## config.mk

```make
export PLATFORM = sky130hd
export DESIGN_NAME = tmr8_timer
export DESIGN_NICKNAME = d
export VERILOG_FILES = /design/src/tmr8_pkg.sv /design/src/tmr8_prescaler.sv /design/src/tmr8_waveform.sv /design/src/tmr8_timer.sv
export VERILOG_INCLUDE_DIRS = /design/src
export SDC_FILE = /design/constraint.sdc
export NUM_CORES = 1
export LEC_CHECK = 0
export BUFFER_PORTS_ARGS = -buffer_cell sky130_fd_sc_hd__clkbuf_2
export CAP_MARGIN = 20
export CORE_ASPECT_RATIO = 0.6
export CORE_MARGIN = 2
export CORE_UTILIZATION = 35
export CTS_BUF_LIST = sky130_fd_sc_hd__clkbuf_16
export DETAILED_ROUTE_END_ITERATION = 10
export GPL_TIMING_DRIVEN = 0
export PLACE_DENSITY = 0.56
export SYNTH_ARGS = -nofsm -noshare
export SYNTH_HDL_FRONTEND = slang
export SYNTH_HIERARCHICAL = 1
export SYNTH_SLANG_ARGS = --single-unit
```

## constraint.sdc

```tcl
create_clock -name clk_i -period 3 [get_ports clk_i]
set_input_delay 0.15 -clock clk_i [delete_from_list [all_inputs] [get_ports clk_i]]
set_output_delay 0.15 -clock clk_i [all_outputs]
set_load 0.005 [all_outputs]
```

## src/tmr8_defines.svh

```systemverilog
`ifndef TMR8_DEFINES_SVH
`define TMR8_DEFINES_SVH

// register byte offsets
`define TMR8_OFF_CTRL 12'h000
`define TMR8_OFF_COUNT 12'h004
`define TMR8_OFF_CMP 12'h008
`define TMR8_OFF_FLAG 12'h00C
`define TMR8_OFF_MASK 12'h010
`define TMR8_OFF_STAT 12'h014

// control register fields
`define TMR8_CS_LSB 0
`define TMR8_CS_MSB 2
`define TMR8_WGM_LSB 3
`define TMR8_WGM_MSB 4
`define TMR8_COM_LSB 5
`define TMR8_COM_MSB 6
`define TMR8_FOC_BIT 7

// flag and mask bit positions
`define TMR8_OVF_BIT 0
`define TMR8_CMF_BIT 1

// values
`define TMR8_BOTTOM 8'h00
`define TMR8_MAX 8'hFF
`define TMR8_RST_BYTE 8'h00

// prescaler taps in system clocks
`define TMR8_PRE_W 10
`define TMR8_PRE_8 10'h007
`define TMR8_PRE_64 10'h03F
`define TMR8_PRE_256 10'h0FF
`define TMR8_PRE_1024 10'h3FF

`endif

```

## src/tmr8_pkg.sv

```systemverilog
package tmr8_pkg;
  typedef enum logic [1:0] {
    TMR8_WGM_NORMAL,
    TMR8_WGM_PHASE,
    TMR8_WGM_CTC,
    TMR8_WGM_FAST
  } tmr8_wgm_t;

  typedef enum logic [2:0] {
    TMR8_CS_STOP,
    TMR8_CS_DIV1,
    TMR8_CS_DIV8,
    TMR8_CS_DIV64,
    TMR8_CS_DIV256,
    TMR8_CS_DIV1024,
    TMR8_CS_EXT_FALL,
    TMR8_CS_EXT_RISE
  } tmr8_cs_t;

  typedef enum logic [1:0] {
    TMR8_AHB_IDLE,
    TMR8_AHB_DATA
  } tmr8_ahb_t;
endpackage : tmr8_pkg

```

## src/tmr8_prescaler.sv

```systemverilog
`timescale 1ns/100ps
`include "tmr8_defines.svh"

module tmr8_prescaler (
  input wire logic clk_i,
  input wire logic rst_i,
  input wire logic [2:0] sel_i,
  input wire logic ext_sync_i,
  output logic tick_o
);
  logic [`TMR8_PRE_W-1:0] div_q;
  logic ext_prev_q;

  always_ff @(posedge clk_i or posedge rst_i) begin
    if (rst_i) begin
      div_q <= '0;
    end else begin
      div_q <= div_q + 10'h001;
    end
  end

  always_ff @(posedge clk_i or posedge rst_i) begin
    if (rst_i) begin
      ext_prev_q <= 1'b0;
    end else begin
      ext_prev_q <= ext_sync_i;
    end
  end

  // source and edge choice form one tick per period
  always_comb begin
    case (tmr8_pkg::tmr8_cs_t'(sel_i))
      tmr8_pkg::TMR8_CS_STOP: tick_o = 1'b0;
      tmr8_pkg::TMR8_CS_DIV1: tick_o = 1'b1;
      tmr8_pkg::TMR8_CS_DIV8:
        tick_o = (div_q[2:0] == 3'h7);
      tmr8_pkg::TMR8_CS_DIV64: tick_o = (div_q[5:0] == 6'h3F);
      tmr8_pkg::TMR8_CS_DIV256: tick_o = (div_q[7:0] == 8'hFF);
      tmr8_pkg::TMR8_CS_DIV1024: tick_o = (div_q == `TMR8_PRE_1024);
      tmr8_pkg::TMR8_CS_EXT_FALL: tick_o = ext_prev_q & ~ext_sync_i;
      tmr8_pkg::TMR8_CS_EXT_RISE: tick_o = ~ext_prev_q & ext_sync_i;
      default: tick_o = 1'b0;
    endcase
  end
endmodule : tmr8_prescaler

```

## src/tmr8_waveform.sv

```systemverilog
`timescale 1ns/100ps
`include "tmr8_defines.svh"

module tmr8_waveform (
  input wire logic clk_i,
  input wire logic rst_i,
  input wire logic [1:0] wgm_i,
  input wire logic [1:0] com_i,
  input wire logic tick_i,
  input wire logic match_i,
  input wire logic force_i,
  input wire logic at_bottom_i,
  input wire logic up_i,
  output logic oc_o
);
  logic oc_q;
  logic is_pwm;

  assign is_pwm = (wgm_i == tmr8_pkg::TMR8_WGM_PHASE) ||
                  (wgm_i == tmr8_pkg::TMR8_WGM_FAST);

  always_ff @(posedge clk_i or posedge rst_i) begin
    if (rst_i) begin
      oc_q <= 1'b0;
    end else if (com_i != 2'h0) begin
      if (!is_pwm && (force_i || (tick_i && match_i))) begin
        // non-pwm: toggle, clear or set on match
        case (com_i)
          2'h1: oc_q <= ~oc_q;
          2'h2: oc_q <= 1'b0;
          2'h3: oc_q <= 1'b1;
          default: oc_q <= oc_q;
        endcase
      end else if (is_pwm && tick_i && com_i[1]) begin
        if (wgm_i == tmr8_pkg::TMR8_WGM_FAST) begin
          if (match_i) begin
            oc_q <= com_i[0];
          end else if (at_bottom_i) begin
            oc_q <= ~com_i[0];
          end
        end else if (match_i) begin
          // phase correct: direction picks the level
          oc_q <= up_i ? com_i[0] : ~com_i[0];
        end
      end
    end
  end

  assign oc_o = oc_q;
endmodule : tmr8_waveform

```

## src/tmr8_timer.sv

```systemverilog
`timescale 1ns/100ps
`include "tmr8_defines.svh"

module tmr8_timer (
  input wire logic clk_i,
  input wire logic rst_i,
  input wire logic hsel_i,
  input wire logic [11:0] haddr_i,
  input wire logic [1:0] htrans_i,
  input wire logic hwrite_i,
  input wire logic [2:0] hsize_i,
  input wire logic [31:0] hwdata_i,
  input wire logic hready_i,
  output logic [31:0] hrdata_o,
  output logic hreadyout_o,
  output logic hresp_o,
  input wire logic external_count_pin_i,
  input wire logic ovf_ack_i,
  input wire logic cmp_ack_i,
  output logic compare_output_pin_o,
  output logic compare_output_en_o,
  output logic ovf_irq_o,
  output logic cmp_irq_o
);
  logic [7:0] ctrl_q;
  logic [7:0] count_value_q;
  logic [7:0] compare_value_a_q;
  logic [7:0] cmp_buf_q;
  logic [1:0] flag_q;
  logic [1:0] mask_q;
  logic up_q;
  logic match_d_q;
  logic block_q;
  logic ext_s1_q;
  logic ext_s2_q;
  logic wr_pend_q;
  logic [11:0] addr_q;
  logic tick;
  logic [2:0] cs;
  logic [1:0] wgm;
  logic [1:0] com;
  logic is_pwm;
  logic match;
  logic [7:0] top;
  logic at_top;
  logic at_bottom;
  logic wr_en;
  logic wr_count;
  logic wr_ctrl;
  logic force_cmp;
  logic ovf_set;
  logic cmf_set;
  logic [7:0] wdat;
  logic wr_cmp;
  logic wr_flag;
  logic wr_mask;
  logic rd_take;
  logic [7:0] ctrl_view;
  logic [7:0] count_view;
  logic [7:0] cmp_view;
  logic [1:0] flag_view;
  logic [1:0] mask_view;

  function automatic logic addr_is(input logic [11:0] a,
                                   input logic [11:0] off);
    addr_is = (a == off);
  endfunction : addr_is

  assign cs = ctrl_q[`TMR8_CS_MSB:`TMR8_CS_LSB];
  assign wgm = ctrl_q[`TMR8_WGM_MSB:`TMR8_WGM_LSB];
  assign com = ctrl_q[`TMR8_COM_MSB:`TMR8_COM_LSB];
  assign is_pwm = (wgm == tmr8_pkg::TMR8_WGM_PHASE) ||
                  (wgm == tmr8_pkg::TMR8_WGM_FAST);

  // ahb-lite slave, zero wait states, writes land in data phase
  assign hreadyout_o = 1'b1;
  assign hresp_o = 1'b0;
  assign wr_en = wr_pend_q;
  assign wdat = hwdata_i[7:0];
  assign wr_count = wr_en && addr_is(addr_q, `TMR8_OFF_COUNT);
  assign wr_ctrl = wr_en && addr_is(addr_q, `TMR8_OFF_CTRL);
  assign force_cmp = wr_ctrl && wdat[`TMR8_FOC_BIT];
  assign wr_cmp = wr_en && addr_is(addr_q, `TMR8_OFF_CMP);
  assign wr_flag = wr_en && addr_is(addr_q, `TMR8_OFF_FLAG);
  assign wr_mask = wr_en && addr_is(addr_q, `TMR8_OFF_MASK);
  assign rd_take = hready_i && hsel_i && htrans_i[1] && !hwrite_i;

  // a read whose address phase meets a write's data phase must see the
  // new value, so the pending write is forwarded into the read view
  always_comb begin
    ctrl_view = {1'b0, ctrl_q[6:0]};
    count_view = count_value_q;
    cmp_view = is_pwm ? cmp_buf_q : compare_value_a_q;
    flag_view = flag_q;
    mask_view = mask_q;
    if (wr_ctrl) begin
      ctrl_view = {1'b0, wdat[6:0]};
    end
    if (wr_count) begin
      count_view = wdat;
    end
    if (wr_cmp) begin
      cmp_view = wdat;
    end
    if (wr_flag) begin
      // a flag set in that same cycle shows on the next read
      flag_view = flag_q & ~wdat[1:0];
    end
    if (wr_mask) begin
      mask_view = wdat[1:0];
    end
  end

  always_ff @(posedge clk_i or posedge rst_i) begin
    if (rst_i) begin
      wr_pend_q <= 1'b0;
      addr_q <= 12'h000;
    end else if (hready_i) begin
      wr_pend_q <= hsel_i && htrans_i[1] && hwrite_i;
      addr_q <= haddr_i;
    end
  end

  // read data registered at address phase
  always_ff @(posedge clk_i or posedge rst_i) begin
    if (rst_i) begin
      hrdata_o <= 32'h0000_0000;
    end else if (rd_take) begin
      hrdata_o <= 32'h0000_0000;
      if (addr_is(haddr_i, `TMR8_OFF_CTRL)) begin
        hrdata_o[6:0] <= ctrl_view[6:0];
      end else if (addr_is(haddr_i, `TMR8_OFF_COUNT)) begin
        hrdata_o[7:0] <= count_view;
      end else if (addr_is(haddr_i, `TMR8_OFF_CMP)) begin
        hrdata_o[7:0] <= cmp_view;
      end else if (addr_is(haddr_i, `TMR8_OFF_FLAG)) begin
        hrdata_o[1:0] <= flag_view;
      end else if (addr_is(haddr_i, `TMR8_OFF_MASK)) begin
        hrdata_o[1:0] <= mask_view;
      end else if (addr_is(haddr_i, `TMR8_OFF_STAT)) begin
        hrdata_o[1:0] <= {up_q, compare_output_pin_o};
      end
    end
  end

  // external pin enters through two flops
  always_ff @(posedge clk_i or posedge rst_i) begin
    if (rst_i) begin
      ext_s1_q <= 1'b0;
      ext_s2_q <= 1'b0;
    end else begin
      ext_s1_q <= external_count_pin_i;
      ext_s2_q <= ext_s1_q;
    end
  end

  tmr8_prescaler tmr8_prescaler_i (
    .clk_i(clk_i),
    .rst_i(rst_i),
    .sel_i(cs),
    .ext_sync_i(ext_s2_q),
    .tick_o(tick)
  );

  always_ff @(posedge clk_i or posedge rst_i) begin
    if (rst_i) begin
      ctrl_q <= `TMR8_RST_BYTE;
      mask_q <= 2'h0;
    end else if (wr_en) begin
      if (wr_ctrl) begin
        ctrl_q <= {1'b0, wdat[6:0]}; // strobe bit never stored
      end
      if (addr_is(addr_q, `TMR8_OFF_MASK)) begin
        mask_q <= wdat[1:0];
      end
    end
  end

  // compare register: buffered in pwm, direct otherwise
  always_ff @(posedge clk_i or posedge rst_i) begin
    if (rst_i) begin
      cmp_buf_q <= `TMR8_RST_BYTE;
      compare_value_a_q <= `TMR8_RST_BYTE;
    end else begin
      if (wr_en && addr_is(addr_q, `TMR8_OFF_CMP)) begin
        cmp_buf_q <= wdat;
        if (!is_pwm) begin
          compare_value_a_q <= wdat;
        end
      end
      // update at top in both phase and fast modes
      if (is_pwm && tick && !wr_count) begin
        if ((wgm == tmr8_pkg::TMR8_WGM_PHASE && at_top) ||
            (wgm == tmr8_pkg::TMR8_WGM_FAST && at_top)) begin
          compare_value_a_q <= cmp_buf_q;
        end
      end
    end
  end

  assign match = (count_value_q == compare_value_a_q);
  // ctc tops at compare, all others at max
  assign top = (wgm == tmr8_pkg::TMR8_WGM_CTC) ?
               compare_value_a_q : `TMR8_MAX;
  assign at_top = (count_value_q == top);
  assign at_bottom = (count_value_q == `TMR8_BOTTOM);

  // counter: software write overrides everything
  always_ff @(posedge clk_i or posedge rst_i) begin
    if (rst_i) begin
      count_value_q <= `TMR8_RST_BYTE;
      up_q <= 1'b1;
    end else if (wr_count) begin
      count_value_q <= wdat;
    end else if (tick) begin
      case (tmr8_pkg::tmr8_wgm_t'(wgm))
        tmr8_pkg::TMR8_WGM_CTC: begin
          count_value_q <= at_top ? `TMR8_BOTTOM :
                           count_value_q + 8'h01;
        end
        tmr8_pkg::TMR8_WGM_PHASE: begin
          if (up_q && at_top) begin
            up_q <= 1'b0;
            count_value_q <= count_value_q - 8'h01;
          end else if (!up_q && at_bottom) begin
            up_q <= 1'b1;
            count_value_q <= count_value_q + 8'h01;
          end else begin
            count_value_q <= up_q ? count_value_q + 8'h01 :
                             count_value_q - 8'h01;
          end
        end
        default: begin
          up_q <= 1'b1;
          count_value_q <= count_value_q + 8'h01;
        end
      endcase
    end
  end

  // a count write blocks the match on the next tick
  always_ff @(posedge clk_i or posedge rst_i) begin
    if (rst_i) begin
      block_q <= 1'b0;
      match_d_q <= 1'b0;
    end else begin
      if (wr_count) begin
        block_q <= 1'b1;
      end else if (tick) begin
        block_q <= 1'b0;
      end
      if (tick) begin
        match_d_q <= match && !block_q && !wr_count;
      end
    end
  end

  // flag set one tick after the match was seen
  assign cmf_set = tick && match_d_q && !wr_count;
  // overflow at wrap from max, or at bottom in phase mode
  assign ovf_set = tick && !wr_count &&
    ((wgm == tmr8_pkg::TMR8_WGM_PHASE) ? (!up_q && at_bottom) :
     (count_value_q == `TMR8_MAX));

  // set beats clear; write one or ack clears
  always_ff @(posedge clk_i or posedge rst_i) begin
    if (rst_i) begin
      flag_q <= 2'h0;
    end else begin
      for (int i = 0; i < 2; i++) begin
        if ((i == `TMR8_OVF_BIT) ? ovf_set : cmf_set) begin
          flag_q[i] <= 1'b1;
        end else if ((wr_en && addr_is(addr_q, `TMR8_OFF_FLAG) &&
                      wdat[i]) ||
                     ((i == `TMR8_OVF_BIT) ? ovf_ack_i : cmp_ack_i)) begin
          flag_q[i] <= 1'b0;
        end
      end
    end
  end

  assign ovf_irq_o = flag_q[`TMR8_OVF_BIT] && mask_q[`TMR8_OVF_BIT];
  assign cmp_irq_o = flag_q[`TMR8_CMF_BIT] && mask_q[`TMR8_CMF_BIT];
  assign compare_output_en_o = (com != 2'h0);

  tmr8_waveform tmr8_waveform_i (
    .clk_i(clk_i),
    .rst_i(rst_i),
    .wgm_i(wgm),
    .com_i(com),
    .tick_i(tick && !block_q),
    .match_i(match),
    .force_i(force_cmp),
    .at_bottom_i(at_bottom),
    .up_i(up_q),
    .oc_o(compare_output_pin_o)
  );
endmodule : tmr8_timer

```

# After elaboration in Yosys (flattened, before gate mapping)
# Cells that the tools add are included.
dict set report word_totals {
  ff_bits 73
  out_inout_bits 38
}
dict set report op_classes {
  addsub 3
  eq_ne 31
  n_mux 45
  bitwise_logic 10
  reduce_logical 57
}
# op count
set op_table {}
lappend op_table {{$mux W8} 15}
lappend op_table {{$eq A12 B4 Y1 const B} 4}
lappend op_table {{$eq A12 B5 Y1 const B} 3}
lappend op_table {{$logic_and A1 B1 Y1} 32}
lappend op_table {{$eq A12 B3 Y1 const B} 2}
lappend op_table {{$logic_not A12 Y1} 2}
lappend op_table {{$mux W1} 17}
lappend op_table {{$eq A8 B8 Y1} 2}
lappend op_table {{$eq A8 B8 Y1 const B} 2}
lappend op_table {{$pmux W8 S2} 1}
lappend op_table {{$eq A3 B3 Y1 const B} 5}
lappend op_table {{$mux W7} 2}
lappend op_table {{$mux W2} 6}
lappend op_table {{$add A10 B1 Y10 const B} 1}
lappend op_table {{$eq A10 B10 Y1 const B} 1}
lappend op_table {{$reduce_bool A2 Y1} 5}
lappend op_table {{$add A8 B1 Y8 const B} 1}
lappend op_table {{$eq A2 B2 Y1 const B} 4}
lappend op_table {{$logic_not A8 Y1} 1}
lappend op_table {{$pmux W1 S8} 1}
lappend op_table {{$sub A8 B1 Y8 const B} 1}
lappend op_table {{$eq A3 B2 Y1 const B} 2}
lappend op_table {{$eq A6 B6 Y1 const B} 1}
lappend op_table {{$mux W6} 1}
lappend op_table {{17 further kinds} 34}

# Longest topological paths before layout
# Gate-level depths: netlist of the first run.
dict set report logic_depth {
  depth_word 9
  depth_mapped 13
}

# Hierarchy
# The synthesis of the first run kept the hierarchy.
# mod instances cells_each area_per_inst_um2 seq_area_each_um2
set by_module_without_submodules {}
lappend by_module_without_submodules {tmr8_timer 1 437 3950.0 1527.7}
lappend by_module_without_submodules {tmr8_prescaler 1 45 493.0 275.3}
lappend by_module_without_submodules {tmr8_waveform 1 17 137.6 25.0}

# Worst setup path before layout of the first run
# OpenSTA, ideal clock, no wires.
dict set report synth_path {
  kind {register to register}
  from {reg tmr8_prescaler_i.div_q[0]}
  to {reg tmr8_waveform_i.oc_q (netlist: tmr8_waveform_i/oc_o)}
  arrival_time_ns 2.321
  path_slack_ns 0.558
  path_stages_with_launch 13
  path_buffers 2
  path_cell_list {dfrtp_1 > ha_1 > nand4_1 > nor2_1 > a22oi_1 > a21oi_1 > clkbuf_1 > clkbuf_1 > nor2b_1 > a21oi_1 > o41ai_1 > a21oi_1 > a2bb2oi_2}
}
dict set report synth_via {
  elab_chain_len 8
  elab_cells_between_ends 17
  classes_between {5 x eq/ne; 2 x mux; 10 x reduce/logical}
}
# item line
set synth_lines {}
lappend synth_lines {{from (decl)} tmr8_prescaler.sv:11} ;# logic [`TMR8_PRE_W-1:0] div_q;
lappend synth_lines {{from (signal assigned)} tmr8_prescaler.sv:18} ;# div_q <= div_q + 10'h001;
lappend synth_lines {{$eq A10 B10 Y1 (no line) (tied with other cells)} --}
lappend synth_lines {{$pmux W1 S8 *} tmr8_prescaler.sv:32} ;# case (tmr8_pkg::tmr8_cs_t'(sel_i))
lappend synth_lines {{named net tick} tmr8_timer.sv:38} ;# logic tick;
lappend synth_lines {{$logic_and A1 B1 Y1 *} tmr8_timer.sv:291} ;# .tick_i(tick && !block_q),
lappend synth_lines {{$logic_and A1 B1 Y1} tmr8_waveform.sv:26} ;# if (!is_pwm && (force_i || (tick_i && match_i))) begin
lappend synth_lines {{$logic_or A1 B1 Y1} tmr8_waveform.sv:26}
lappend synth_lines {{$logic_and A1 B1 Y1} tmr8_waveform.sv:26}
lappend synth_lines {{$ne A4 B4 Y1 (no line) (tied with other cells)} --}
lappend synth_lines {{$reduce_and A5 Y1 (no line)} --}
lappend synth_lines {{to (signal assigned)} tmr8_waveform.sv:29} ;# 2'h1: oc_q <= ~oc_q;
lappend synth_lines {{to (signal assigned)} tmr8_waveform.sv:32} ;# default: oc_q <= oc_q;
lappend synth_lines {{to (signal assigned)} tmr8_waveform.sv:37} ;# oc_q <= com_i[0];
lappend synth_lines {{to (decl)} tmr8_waveform.sv:16} ;# logic oc_q;
# Mark *: on every way through the listed nets, which the timed path passes. The rest lies on a longest branch.
# A chain may end at the register's enable or synchronous reset.

# Worst setup path after layout of the first run
dict set report layout_path {
  from {reg count_value_q[0]}
  to {reg count_value_q[2]}
}
dict set report layout_via {
  elab_chain_len 7
  elab_cells_between_ends 13
  classes_between {2 x add/sub; 1 x eq/ne; 7 x mux; 3 x reduce/logical}
}
# item line
set layout_lines {}
lappend layout_lines {{from (decl)} tmr8_timer.sv:26} ;# logic [7:0] count_value_q;
lappend layout_lines {{from (signal assigned)} tmr8_timer.sv:211} ;# count_value_q <= `TMR8_RST_BYTE;
lappend layout_lines {{from (signal assigned)} tmr8_timer.sv:214} ;# count_value_q <= wdat;
lappend layout_lines {{from (signal assigned)} tmr8_timer.sv:218} ;# count_value_q <= at_top ? `TMR8_BOTTOM :
lappend layout_lines {{$sub A8 B1 Y8 (tied with other cells)} {tmr8_timer.sv:224, tmr8_timer.sv:230}}
lappend layout_lines {{$mux W8 / $logic_and A1 B1 Y1 (equally long branches)} {tmr8_timer.sv:229, tmr8_timer.sv:225}}
lappend layout_lines {{$mux W8} tmr8_timer.sv:225} ;# end else if (!up_q && at_bottom) begin
lappend layout_lines {{$mux W8} tmr8_timer.sv:222} ;# if (up_q && at_top) begin
lappend layout_lines {{$pmux W8 S2 *} tmr8_timer.sv:216} ;# case (tmr8_pkg::tmr8_wgm_t'(wgm))
lappend layout_lines {{$mux W8 *} tmr8_timer.sv:215} ;# end else if (tick) begin
lappend layout_lines {{$mux W8 *} tmr8_timer.sv:213} ;# end else if (wr_count) begin
# Mark *: on every way between the ends. The rest lies on a longest branch, timed or not. The select of a mux whose other input is x is not followed.

==> metrics.cfg, run 1 <==
[global_routing]
grt_first_pass_wirelength_um=21160
grtUsageTotal_pct=20.25
antenna_found_initial=0
grt_pass1_vias=3687
grt-ovfl-total=0
grt_max_degree=42

[timing]
drv_slew=0
timing.fmax_mhz=354.5
slew_headroom_pct=46.35
skew_ps=6.976
fin_crit_ps=2821
setup_viol=0
hold_viol=0
rsz0062_at_grt=false
finalCritPeriodShare_pct=94.03
worst_slew_pin_slew_ps=803.0

[cts]
cts.reportedPaths.clkPinSlew_ps=60
cts_tree=built
clk_latency_ps=340
cts_buffers=9
cts_buffer_depth=2
clock_sinks=73
htree_levels=3
root_buffer=clkbuf_16
postCtsSetupRepairBufs=0

[yosys]
synth.avg_cell_area_um2=9.180
ys_ff_latch=73
synth.yosys.seq_area_share_pct=39.91
synth_area_mm2=0.004581
yosys_warnings=6
async_reset_ff_share_pct=100.0
synthDistinctLibCells=66
postSynthCellCount=499
synthFlopType=dfrtp_1
synth_edf_count=0

[route]
first_iter_violations=478
wl_met2_um=4880
routedWlPerCell_um=17.56
final_antenna_net_count=0
vias_per_cell=5.297
drc=0
drt_pass1_iterations=5
top_layer_used=met4
wl_met3_um=1080
wirelength_um=13200
wl_met1_um=7079
route.vias.total=3983

[critical_path]
crit_type=reg2reg
reg2reg_from=count_value_q[0]
r2r_setup_slack_ps=180
crit_chain=buf_2 > and4_1 > and3_1 > and3_1 > o221ai_4 > a2bb2oi_1 > buf_2 > o21ai_0 > a211oi_2 > o21ai_0
cp-end-kind=flop
ff2ff_path_depth=10
crit_cells=10
timing.rr.end=count_value_q[2]
max_stage_delay_ps=380
crit_arrival_ps=3040
cp_num_buf_inv=2
start_kind=flop
cp.required_ps=3220
crit_family=compound AO/OA/AOI/OAI gates
cp_slowest_cell=dfrtp_1
crit_path_max_fanout=10

[layout]
fin_area_mm2=0.005492
final_cell_mix=dfrtp_1 (72), nand2_1 (70), clkbuf_2 (40)
area_growth_pct=19.89
seq_area_mm2=0.001828
fillers=1282
layout.nets=642
n_antenna_cell=0
layout_commonest_cell=dfrtp_1
multiInputGateArea_mm2=0.002475
drive_gt1_share_pct=25.09
final_core_util_pct=42.86

[placement]
dp_hpwl_um=10160
gp_congestion=0.8970
placedInstanceArea_mm2=0.005094
port_buffers=38

[die]
ios=95
fp-row-count=32
die_w_um=151.7
initial_core_util_pct=35.75
core_mm2=0.01281
die_area_mm2=0.01405
die_h_um=92.62

[outcome]
status=completed

[power]
powerDensity_mw_per_mm2=541.2
cellLeakagePower_nw=2.479
ir_drop_uv=282.7

[hold_path]
min-delay-start=ovf_ack_i
hold_class=in2reg
min_to=flag_q[0]
min_path_cells=2

[job]
cap_viol_max_count=0

## worst max-delay path by stage
stage | startpoint | to | slack (ps)
floorplan | tmr8_prescaler_i/div_q[0] | tmr8_waveform_i/oc_o | 560
global placement | count_value_q[1] | count_value_q[2] | -100
detailed placement | count_value_q[1] | count_value_q[2] | -150
CTS | tmr8_prescaler_i/div_q[0] | tmr8_waveform_i/oc_o | 20
global route | count_value_q[0] | count_value_q[2] | 2
finish | count_value_q[0] | count_value_q[2] | 180
## report_power, final
| part | internal [W] | total, W | switching (W) |
|---|---|---|---|
| Clock | 0.000728 | 0.00116 | 0.000437 |
| Combinational | 0.000263 | 0.000660 | 0.000396 |
| Sequential | 0.00106 | 0.00115 | 0.0000901 |
## logic make-up after synthesis
kind of cell               share of synthesized area, %
adders and majority gates                         2.185
other                                            0.1640
DFF                                               39.91
buffers and inverters                             8.932
muxes                                             10.35
and+or+nand+nor                                   22.32
AOI/OAI and AO/OA                                 14.42
xor gates and xnor gates                          1.721
## registers in the layout (all words and copies together) (netlist names), 2 cells and up
| signal | cells |
|---|---|
| tmr8_prescaler_i/div_q | 10 |
| count_value_q | 8 |
| mask_q | 2 |
| addr_q | 12 |
| hrdata_o | 8 |
| ctrl_q | 7 |
| flag_q | 2 |
| cmp_buf_q | 8 |
| compare_value_a_q | 8 |
## worst register-to-register path: stages (launching register included)
cell	delay, ps
dfrtp_1	380
buf_2	190
and4_1	280
and3_1	210
and3_1	200
o221ai_4	250
a2bb2oi_1	310
buf_2	290
o21ai_0	130
a211oi_2	340
o21ai_0	110
## layout make-up
class,instances,area share [%]
buffer,47,5.992
clock buffer,9,4.101
clock inverter,7,1.709
inverter,22,1.504
multi-input combinational,381,45.07
sequential,73,33.29
tap,170,3.873
timing repair buffer,43,4.466
## layer usage
layer  vias to the layer above  GRT usage [%]
met2                       169          25.00
li1                       1884              -
met5                         -              0
met1                      1911          33.46
met4                         0          4.244
met3                        19          5.764
## cell usage after synthesis, types with 2 or more instances
cell,instances,area [µm²]
o2111ai_1,3,26.28
buf_6,4,45.04
mux2i_1,20,200.2
or4_4,2,22.52
dfrtp_1,72,1802
o211ai_1,3,22.52
conb_1,2,7.510
nor4b_1,3,26.28
nor3b_1,6,45.04
nand2_1,70,262.8
xor2_1,2,17.52
nor4_1,4,25.02
nand2_2,2,12.51
nor2_1,31,116.4
buf_2,5,25.02
and3b_2,2,20.02
a22oi_1,4,30.03
nand3_1,12,60.06
nand2b_1,10,62.56
a211oi_1,2,15.01
a31oi_1,2,12.51
buf_4,26,195.2
a21oi_1,30,150.1
o21bai_1,3,22.52
nor3_1,10,50.05
nand4_1,4,25.02
a32oi_1,2,17.52
or2_2,5,31.28
nor2b_1,7,43.79
clkbuf_1,11,41.29
a221oi_1,7,61.31
inv_1,22,82.58
or3_1,2,12.51
o21ai_0,24,120.1
and4_1,2,17.52
mux2_2,23,259.0
and2_1,4,25.02
and3_1,5,31.28
ha_1,8,100.1
xnor2_1,7,61.31
o31a_1,3,26.28
o22ai_1,9,56.30
## through the flow
| stage | worst slack (ps) | hold slack [ps] | instances | TNS (ps) | power [W] |
|---|---|---|---|---|---|
| detailed placement | -152.1 | 5.216 | 732 | -152.1 | 0.001788 |
| CTS | 19.81 | 46.92 | 751 | 0 | 0.002961 |
| global placement | -104.9 | -5.683 | 731 | -104.9 | 0.001774 |
| finish | 179.1 | 50.62 | 752 | 0 | 0.002972 |
| global route | 1.953 | 59.41 | 752 | 0 | 0.003121 |
| floorplan | 557.8 | -121.3 | 523 | 0 | 0.001583 |
## repair_timing
action / in CTS / in global routing
endpoints found under the hold margin: 33 / 0
resized for setup: 1 / 11
setup endpoints to repair: 1 / 12
hold buffers: 3 / 0
(Power assumes the default switching activity.)
==> inputs of run 2 (changes only) <==
--- a/config.mk
+++ b/config.mk
@@ -8,7 +8,7 @@
 export LEC_CHECK = 0
 export BUFFER_PORTS_ARGS = -buffer_cell sky130_fd_sc_hd__clkbuf_2
 export CAP_MARGIN = 20
-export CORE_ASPECT_RATIO = 0.6
+export CORE_ASPECT_RATIO = 1.5
 export CORE_MARGIN = 2
 export CORE_UTILIZATION = 35
 export CTS_BUF_LIST = sky130_fd_sc_hd__clkbuf_16
==> run 2 against run 1 <==
Net effect: via count shrank 2.2%; largest power group unchanged; combinational power shrank 4.2%; sequential cell count is the same.
==> metrics.cfg, run 2 (synthesis results as in run 1) <==
[hold_path]
hold_class=in2reg

[critical_path]
crit_type=reg2reg
cp_slowest_cell=dfrtp_1
cp.required_ps=3190
crit_path_max_fanout=10
crit_chain=buf_2 > and4_1 > and3_1 > and3_1 > o221ai_2 > a2bb2oi_2 > buf_2 > o22ai_1 > a211oi_1 > o21ai_0
cp-end-kind=flop
max_stage_delay_ps=380
start_kind=flop
crit_arrival_ps=3060

[power]
total_power_w=0.003002
p_comb_share_pct=21.1
cellLeakagePower_nw=2.484
swShare_pct=29.23
clkPwrFrac_pct=40.8
seqPwrFrac_pct=38.2
p_int_w=0.002124
ir_drop_uv=323.2
powerDensity_mw_per_mm2=548.2
switchingPower_w=0.0008775

[placement]
pre_cts_ws_ps=-115.4
dp_cells=721
dp_hpwl_um=9672
gp_congestion=0.9349
port_buffers=38

[die]
core_mm2=0.01289
die_h_um=144.1
die_w_um=97.41
die_area_mm2=0.01404
initial_core_util_pct=35.54
fp-row-count=51
ios=95

[timing]
skew_ps=7.563
finalCritPeriodShare_pct=95.61
setup_viol=0
worst_slew_pin_slew_ps=985.4
slew_headroom_pct=33.80
rsz0062_at_grt=true
timing.fmax_mhz=348.7
holdWs_ps=2.285
fin_crit_ps=2868
hold_viol=0
worst_slack_ps=131.8
drv_slew=0

[cts]
cts.reportedPaths.clkPinSlew_ps=60
postCtsSetupRepairBufs=0
cts_buffer_depth=2
htree_levels=3
clk_latency_ps=340
cts_buffers=9
clock_sinks=73
root_buffer=clkbuf_16
cts_tree=built

[outcome]
status=completed

[layout]
largest-register=addr_q
area_growth_pct=19.53
n_antenna_cell=0
drive_gt1_share_pct=24.48
largest_register_ffs=12
layout.nets=640
final_cells=739
layout_commonest_cell=dfrtp_1
final_cell_mix=dfrtp_1 (72), nand2_1 (70), clkbuf_2 (38)
reg.largest.list=addr_q (12), tmr8_prescaler_i/div_q (10)
final_core_util_pct=42.48

[global_routing]
grt_max_degree=38
antenna_found_initial=0
grt-ovfl-total=0
met1_usage_pct=21.76
grt_use_met3_pct=2.368
grt_pass1_vias=3778
grtUsageTotal_pct=18.46
grt_first_pass_wirelength_um=20200
use_met2_pct=32.09
grt_busiest_layer=met2

[route]
final_antenna_net_count=0
vias_per_cell=5.271
first_iter_violations=264
drt_pass1_iterations=5
drc=0
wirelength_um=12640
route.vias.total=3895
routedWlPerCell_um=17.10

[job]
cap_viol_max_count=0

==> run 2: cell types whose count changed in the layout (fill, tap and decap cells not counted), moves of 2 or more <==
| cell | previous run | this run |
|---|---|---|
| clkbuf_4 | 0 | 2 |
| nor2_2 | 2 | 0 |
| clkbuf_2 | 40 | 38 |
| inv_1 | 21 | 23 |
| nor2_1 | 29 | 31 |
==> run 2: final timing paths <==
kind / startpoint / endpoint / slack (ps) / cells past startpoint
hold / removal: cmp_ack_i / flag_q[1] / 2 / 2
setup reg to reg: count_value_q[0] / count_value_q[2] / 130 / 10
hold reg to reg: ext_s1_q / ext_s2_q / 350 / 0
min in group asynchronous: rst_i / tmr8_waveform_i/oc_o / 220 / 3
setup / recovery: count_value_q[0] / count_value_q[2] / 130 / 10
max in group asynchronous: rst_i / cmp_buf_q[3] / 1820 / 4
==> run 2: area by class of cell <==
type | instances | area (µm²)
fillers | 1304 | 7415
plain buffers | 47 | 334.1
clock inverters | 7 | 111.4
well taps | 159 | 198.9
inverters | 22 | 82.58
clock buffers | 9 | 225.2
flip-flops and latches | 73 | 1828
repair buffers | 41 | 230.2
multi-input cells | 381 | 2465
==> run 2: through the flow <==
| stage | cell area [µm²] | setup TNS, ps |
|---|---|---|
| 2_1_floorplan | 4671 | 0 |
| 3_3_place_gp | 5060 | -185.1 |
| 3_5_place_dp | 5080 | -203.9 |
| 4_1_cts | 5445 | 0 |
| 5_1_grt | 5475 | -20.74 |
| 6_report | 5475 | 0 |
==> run 2: power groups by stage <==
stage / logic, W / registers, W / clock network [W]
6_report: 0.000632 / 0.00115 / 0.00122
5_1_grt: 0.000700 / 0.00115 / 0.00129
4_1_cts: 0.000624 / 0.00115 / 0.00124
3_5_place_dp: 0.000618 / 0.00116 / 0
3_3_place_gp: 0.000609 / 0.00116 / 0
2_1_floorplan: 0.000455 / 0.00113 / 0
==> run 2: metal layers <==
layer / up-vias / part of all wire (%)
li1: 1870 / -
met1: 1858 / 41
met2: 127 / 50
met3: 40 / 3.9
met4: 0 / 4.9
met5: - / 0
==> run 2: repair_timing <==
action                     CTS  global route
hold endpoints to repair    13             0
pin swaps                    0             0
hold buffers                 2             0
resized for setup            3             7
setup endpoints to repair    2             3
==> run 2: worst max-delay path: cells and delay by family, from the launching register on <==
kind | cells | cell delay (ps)
AO/OA/AOI/OAI | 5 | 1220
AND/OR/NAND/NOR | 3 | 680
buffers and inverters | 2 | 440
flip-flops | 1 | 380
==> inputs of run 3 (changes only) <==
--- a/config.mk
+++ b/config.mk
@@ -6,6 +6,7 @@
 export SDC_FILE = /design/constraint.sdc
 export NUM_CORES = 1
 export LEC_CHECK = 0
+export ABC_AREA = 1
 export BUFFER_PORTS_ARGS = -buffer_cell sky130_fd_sc_hd__clkbuf_2
 export CAP_MARGIN = 20
 export CORE_ASPECT_RATIO = 1.5
==> run 3 against run 2 <==
Net effect: sequential power about the same; clock power about the same; highest routed layer unchanged; via count grew 18%; count of clock-buffer cells in the layout unchanged; worst setup slack improved by 600 ps; area after synthesis increased by 7.4%; critical path depth increased by 2; sequential share of layout area shrank 1.9 points; power up 1.2%; critical path type unchanged.
==> metrics.cfg, run 3 <==
[critical_path]
crit_cells=12
ff2ff_path_depth=12
crit_path_start=ctrl_q[4]
timing.rr.end=hrdata_o[4]
max_stage_delay_ps=470
path_common_cell=nand2_1
cp-end-kind=flop
cp.required_ps=3220
crit_chain=inv_1 > ha_1 > buf_4 > nor2_4 > clkbuf_1 > nand2_1 > o211ai_1 > o21ai_0 > nand2_1 > nand3_1 > nand2_1 > nand2_1
r2r_setup_slack_ps=740
crit_family=simple AND/OR/NAND/NOR gates
start_kind=flop
crit_arrival_ps=2490
cp_slowest_cell=dfrtp_1
crit_type=reg2reg
cp_num_buf_inv=3
timing.critical_path.to=hrdata_o[4]
crit_path_max_fanout=10
reg2reg_from=ctrl_q[4]

[die]
die_area_mm2=0.01504
core_mm2=0.01386
ios=95
die_h_um=149.2
die_w_um=100.8
initial_core_util_pct=35.51
fp-row-count=53

[yosys]
synth_top_cell_by_area=dfrtp_1
synth_top_area_share_pct=36.61
synth_most_common_cell=nand2_1
ys_ff_latch=73
synth_edf_count=0
synth.avg_cell_area_um2=6.951
synthFlopType=dfrtp_1
synth.area.top_cells=dfrtp_1 (37%), nand2_1 (17%), inv_1 (6.3%)
synth_common_cells=nand2_1 (229), inv_1 (82), dfrtp_1 (72), nand3_1 (58), o21ai_0 (54)
synth_area_mm2=0.004921
synthDistinctLibCells=39
async_reset_ff_share_pct=100.0
yosys_warnings=6
postSynthCellCount=708
synth.yosys.seq_area_share_pct=37.15

[power]
seqPwrFrac_pct=37.4
powerDensity_mw_per_mm2=524.0
clkPwrFrac_pct=40.5
cellLeakagePower_nw=3.075
ir_drop_uv=297.5
switchingPower_w=0.0009355
p_int_w=0.002104
p_comb_share_pct=22.2
swShare_pct=30.78
total_power_w=0.003039

[placement]
port_buffers=40
gp_congestion=0.8627
dp_hpwl_um=11000
placedInstanceArea_mm2=0.005438

[timing]
rsz0062_at_grt=false
hold_viol=0
finalSetupTns_ps=0
slew_headroom_pct=46.73
skew_ps=5.855
finalCritPeriodShare_pct=75.50
setup_viol=0
drv_slew=0
worst_slew_pin_slew_ps=797.9
timing.fmax_mhz=441.5
fin_crit_ps=2265

[layout]
layout_commonest_cell=nand2_1
layout.nets=852
largest-register=addr_q
seq_area_mm2=0.001828
reg.largest.list=addr_q (12), tmr8_prescaler_i/div_q (10)
largest_register_ffs=12
fin_area_mm2=0.005799
drive_gt1_share_pct=17.19
area_growth_pct=17.85
multiInputGateArea_mm2=0.002556
n_antenna_cell=0
fillers=1495
final_cell_mix=nand2_1 (229), inv_1 (81), dfrtp_1 (72)

[job]
cap_viol_max_count=0

[global_routing]
grt_pass1_vias=4455
grt_first_pass_wirelength_um=22940
grt-ovfl-total=0
antenna_found_initial=0
grtUsageTotal_pct=19.80
grt_max_degree=36

[route]
routedWlPerCell_um=14.72
route.vias.total=4597
vias_per_cell=4.809
final_antenna_net_count=0
drc=0
drt_pass1_iterations=5
wirelength_um=14080
first_iter_violations=348

[cts]
cts_buffer_depth=2
clock_sinks=73
cts_tree=built
cts_resized=0
postCtsSetupRepairBufs=0
cts.reportedPaths.clkPinSlew_ps=60
htree_levels=3
clk_latency_ps=330
root_buffer=clkbuf_16
cts_buffers=9
holdBufCountCts=3

[outcome]
status=completed

[hold_path]
hold_class=in2reg

==> run 3: area by class of cell <==
type | count | share of cell area (%)
multi-input cells | 528 | 44.08
plain buffers | 42 | 5.049
flip-flops and latches | 73 | 31.52
clock inverters | 6 | 1.834
clock buffers | 9 | 3.883
well taps | 165 | 3.560
repair buffers | 44 | 4.315
inverters | 89 | 5.761
==> run 3: worst min-delay path by stage <==
stage	start	end	slack (ps)	depth (start not counted)
floorplan	rst_i	tmr8_waveform_i/oc_o	-120	1
global placement	rst_i	tmr8_waveform_i/oc_o	6	2
detailed placement	rst_i	tmr8_waveform_i/oc_o	10	2
CTS	haddr_i[7]	addr_q[7]	40	3
global route	haddr_i[7]	addr_q[7]	50	3
finish	haddr_i[7]	addr_q[7]	50	3
==> run 3: routing by layer <==
layer  routed length [µm]  track usage, %  vias up
met5                    0               0        -
met4                  580           9.932        0
met3                  485           2.109       31
met2                 7292           35.20      133
met1                 5716           23.22     2067
li1                     -               -     2366
==> run 3: kinds of logic (layout without fill, tap and decap cells) <==
logic type	after synthesis	after routing	synth area share, %
AOI/OAI and AO/OA	100	100	11.54
DFF	73	73	37.15
other	2	26	0.1526
and+or+nand+nor	378	378	33.44
muxes	2	2	0.4576
adders and majority gates	8	8	2.034
xor gates and xnor gates	14	14	2.492
buffers and inverters	131	190	12.74
==> run 3: worst min-delay path, delay by kind of cell <==
family / cells / cell delay (ps)
AOI/OAI and AO/OA: 1 / 60
buffers and inverters: 1 / 90
and+or+nand+nor: 1 / 50
==> run 3: power by group through the flow <==
stage | combinational (W) | clock (W) | sequential [W]
after floorplan | 0.000509 | 0 | 0.00112
after global placement | 0.000659 | 0 | 0.00115
after detailed placement | 0.000664 | 0 | 0.00115
after CTS | 0.000671 | 0.00125 | 0.00114
after global routing | 0.000770 | 0.00129 | 0.00115
final | 0.000673 | 0.00123 | 0.00114
==> run 3: metrics by stage <==
stage / utilization (%) / hold slack, ps / cells / setup WS [ps]
finish: 41.84 / 45.53 / 956 / 735.1
global route: 41.84 / 53.05 / 956 / 460.0
CTS: 41.84 / 41.84 / 956 / 721.9
detailed placement: 39.23 / 10.93 / 938 / 744.6
global placement: 39.09 / 6.059 / 937 / 303.8
floorplan: - / -121.3 / 732 / 1141
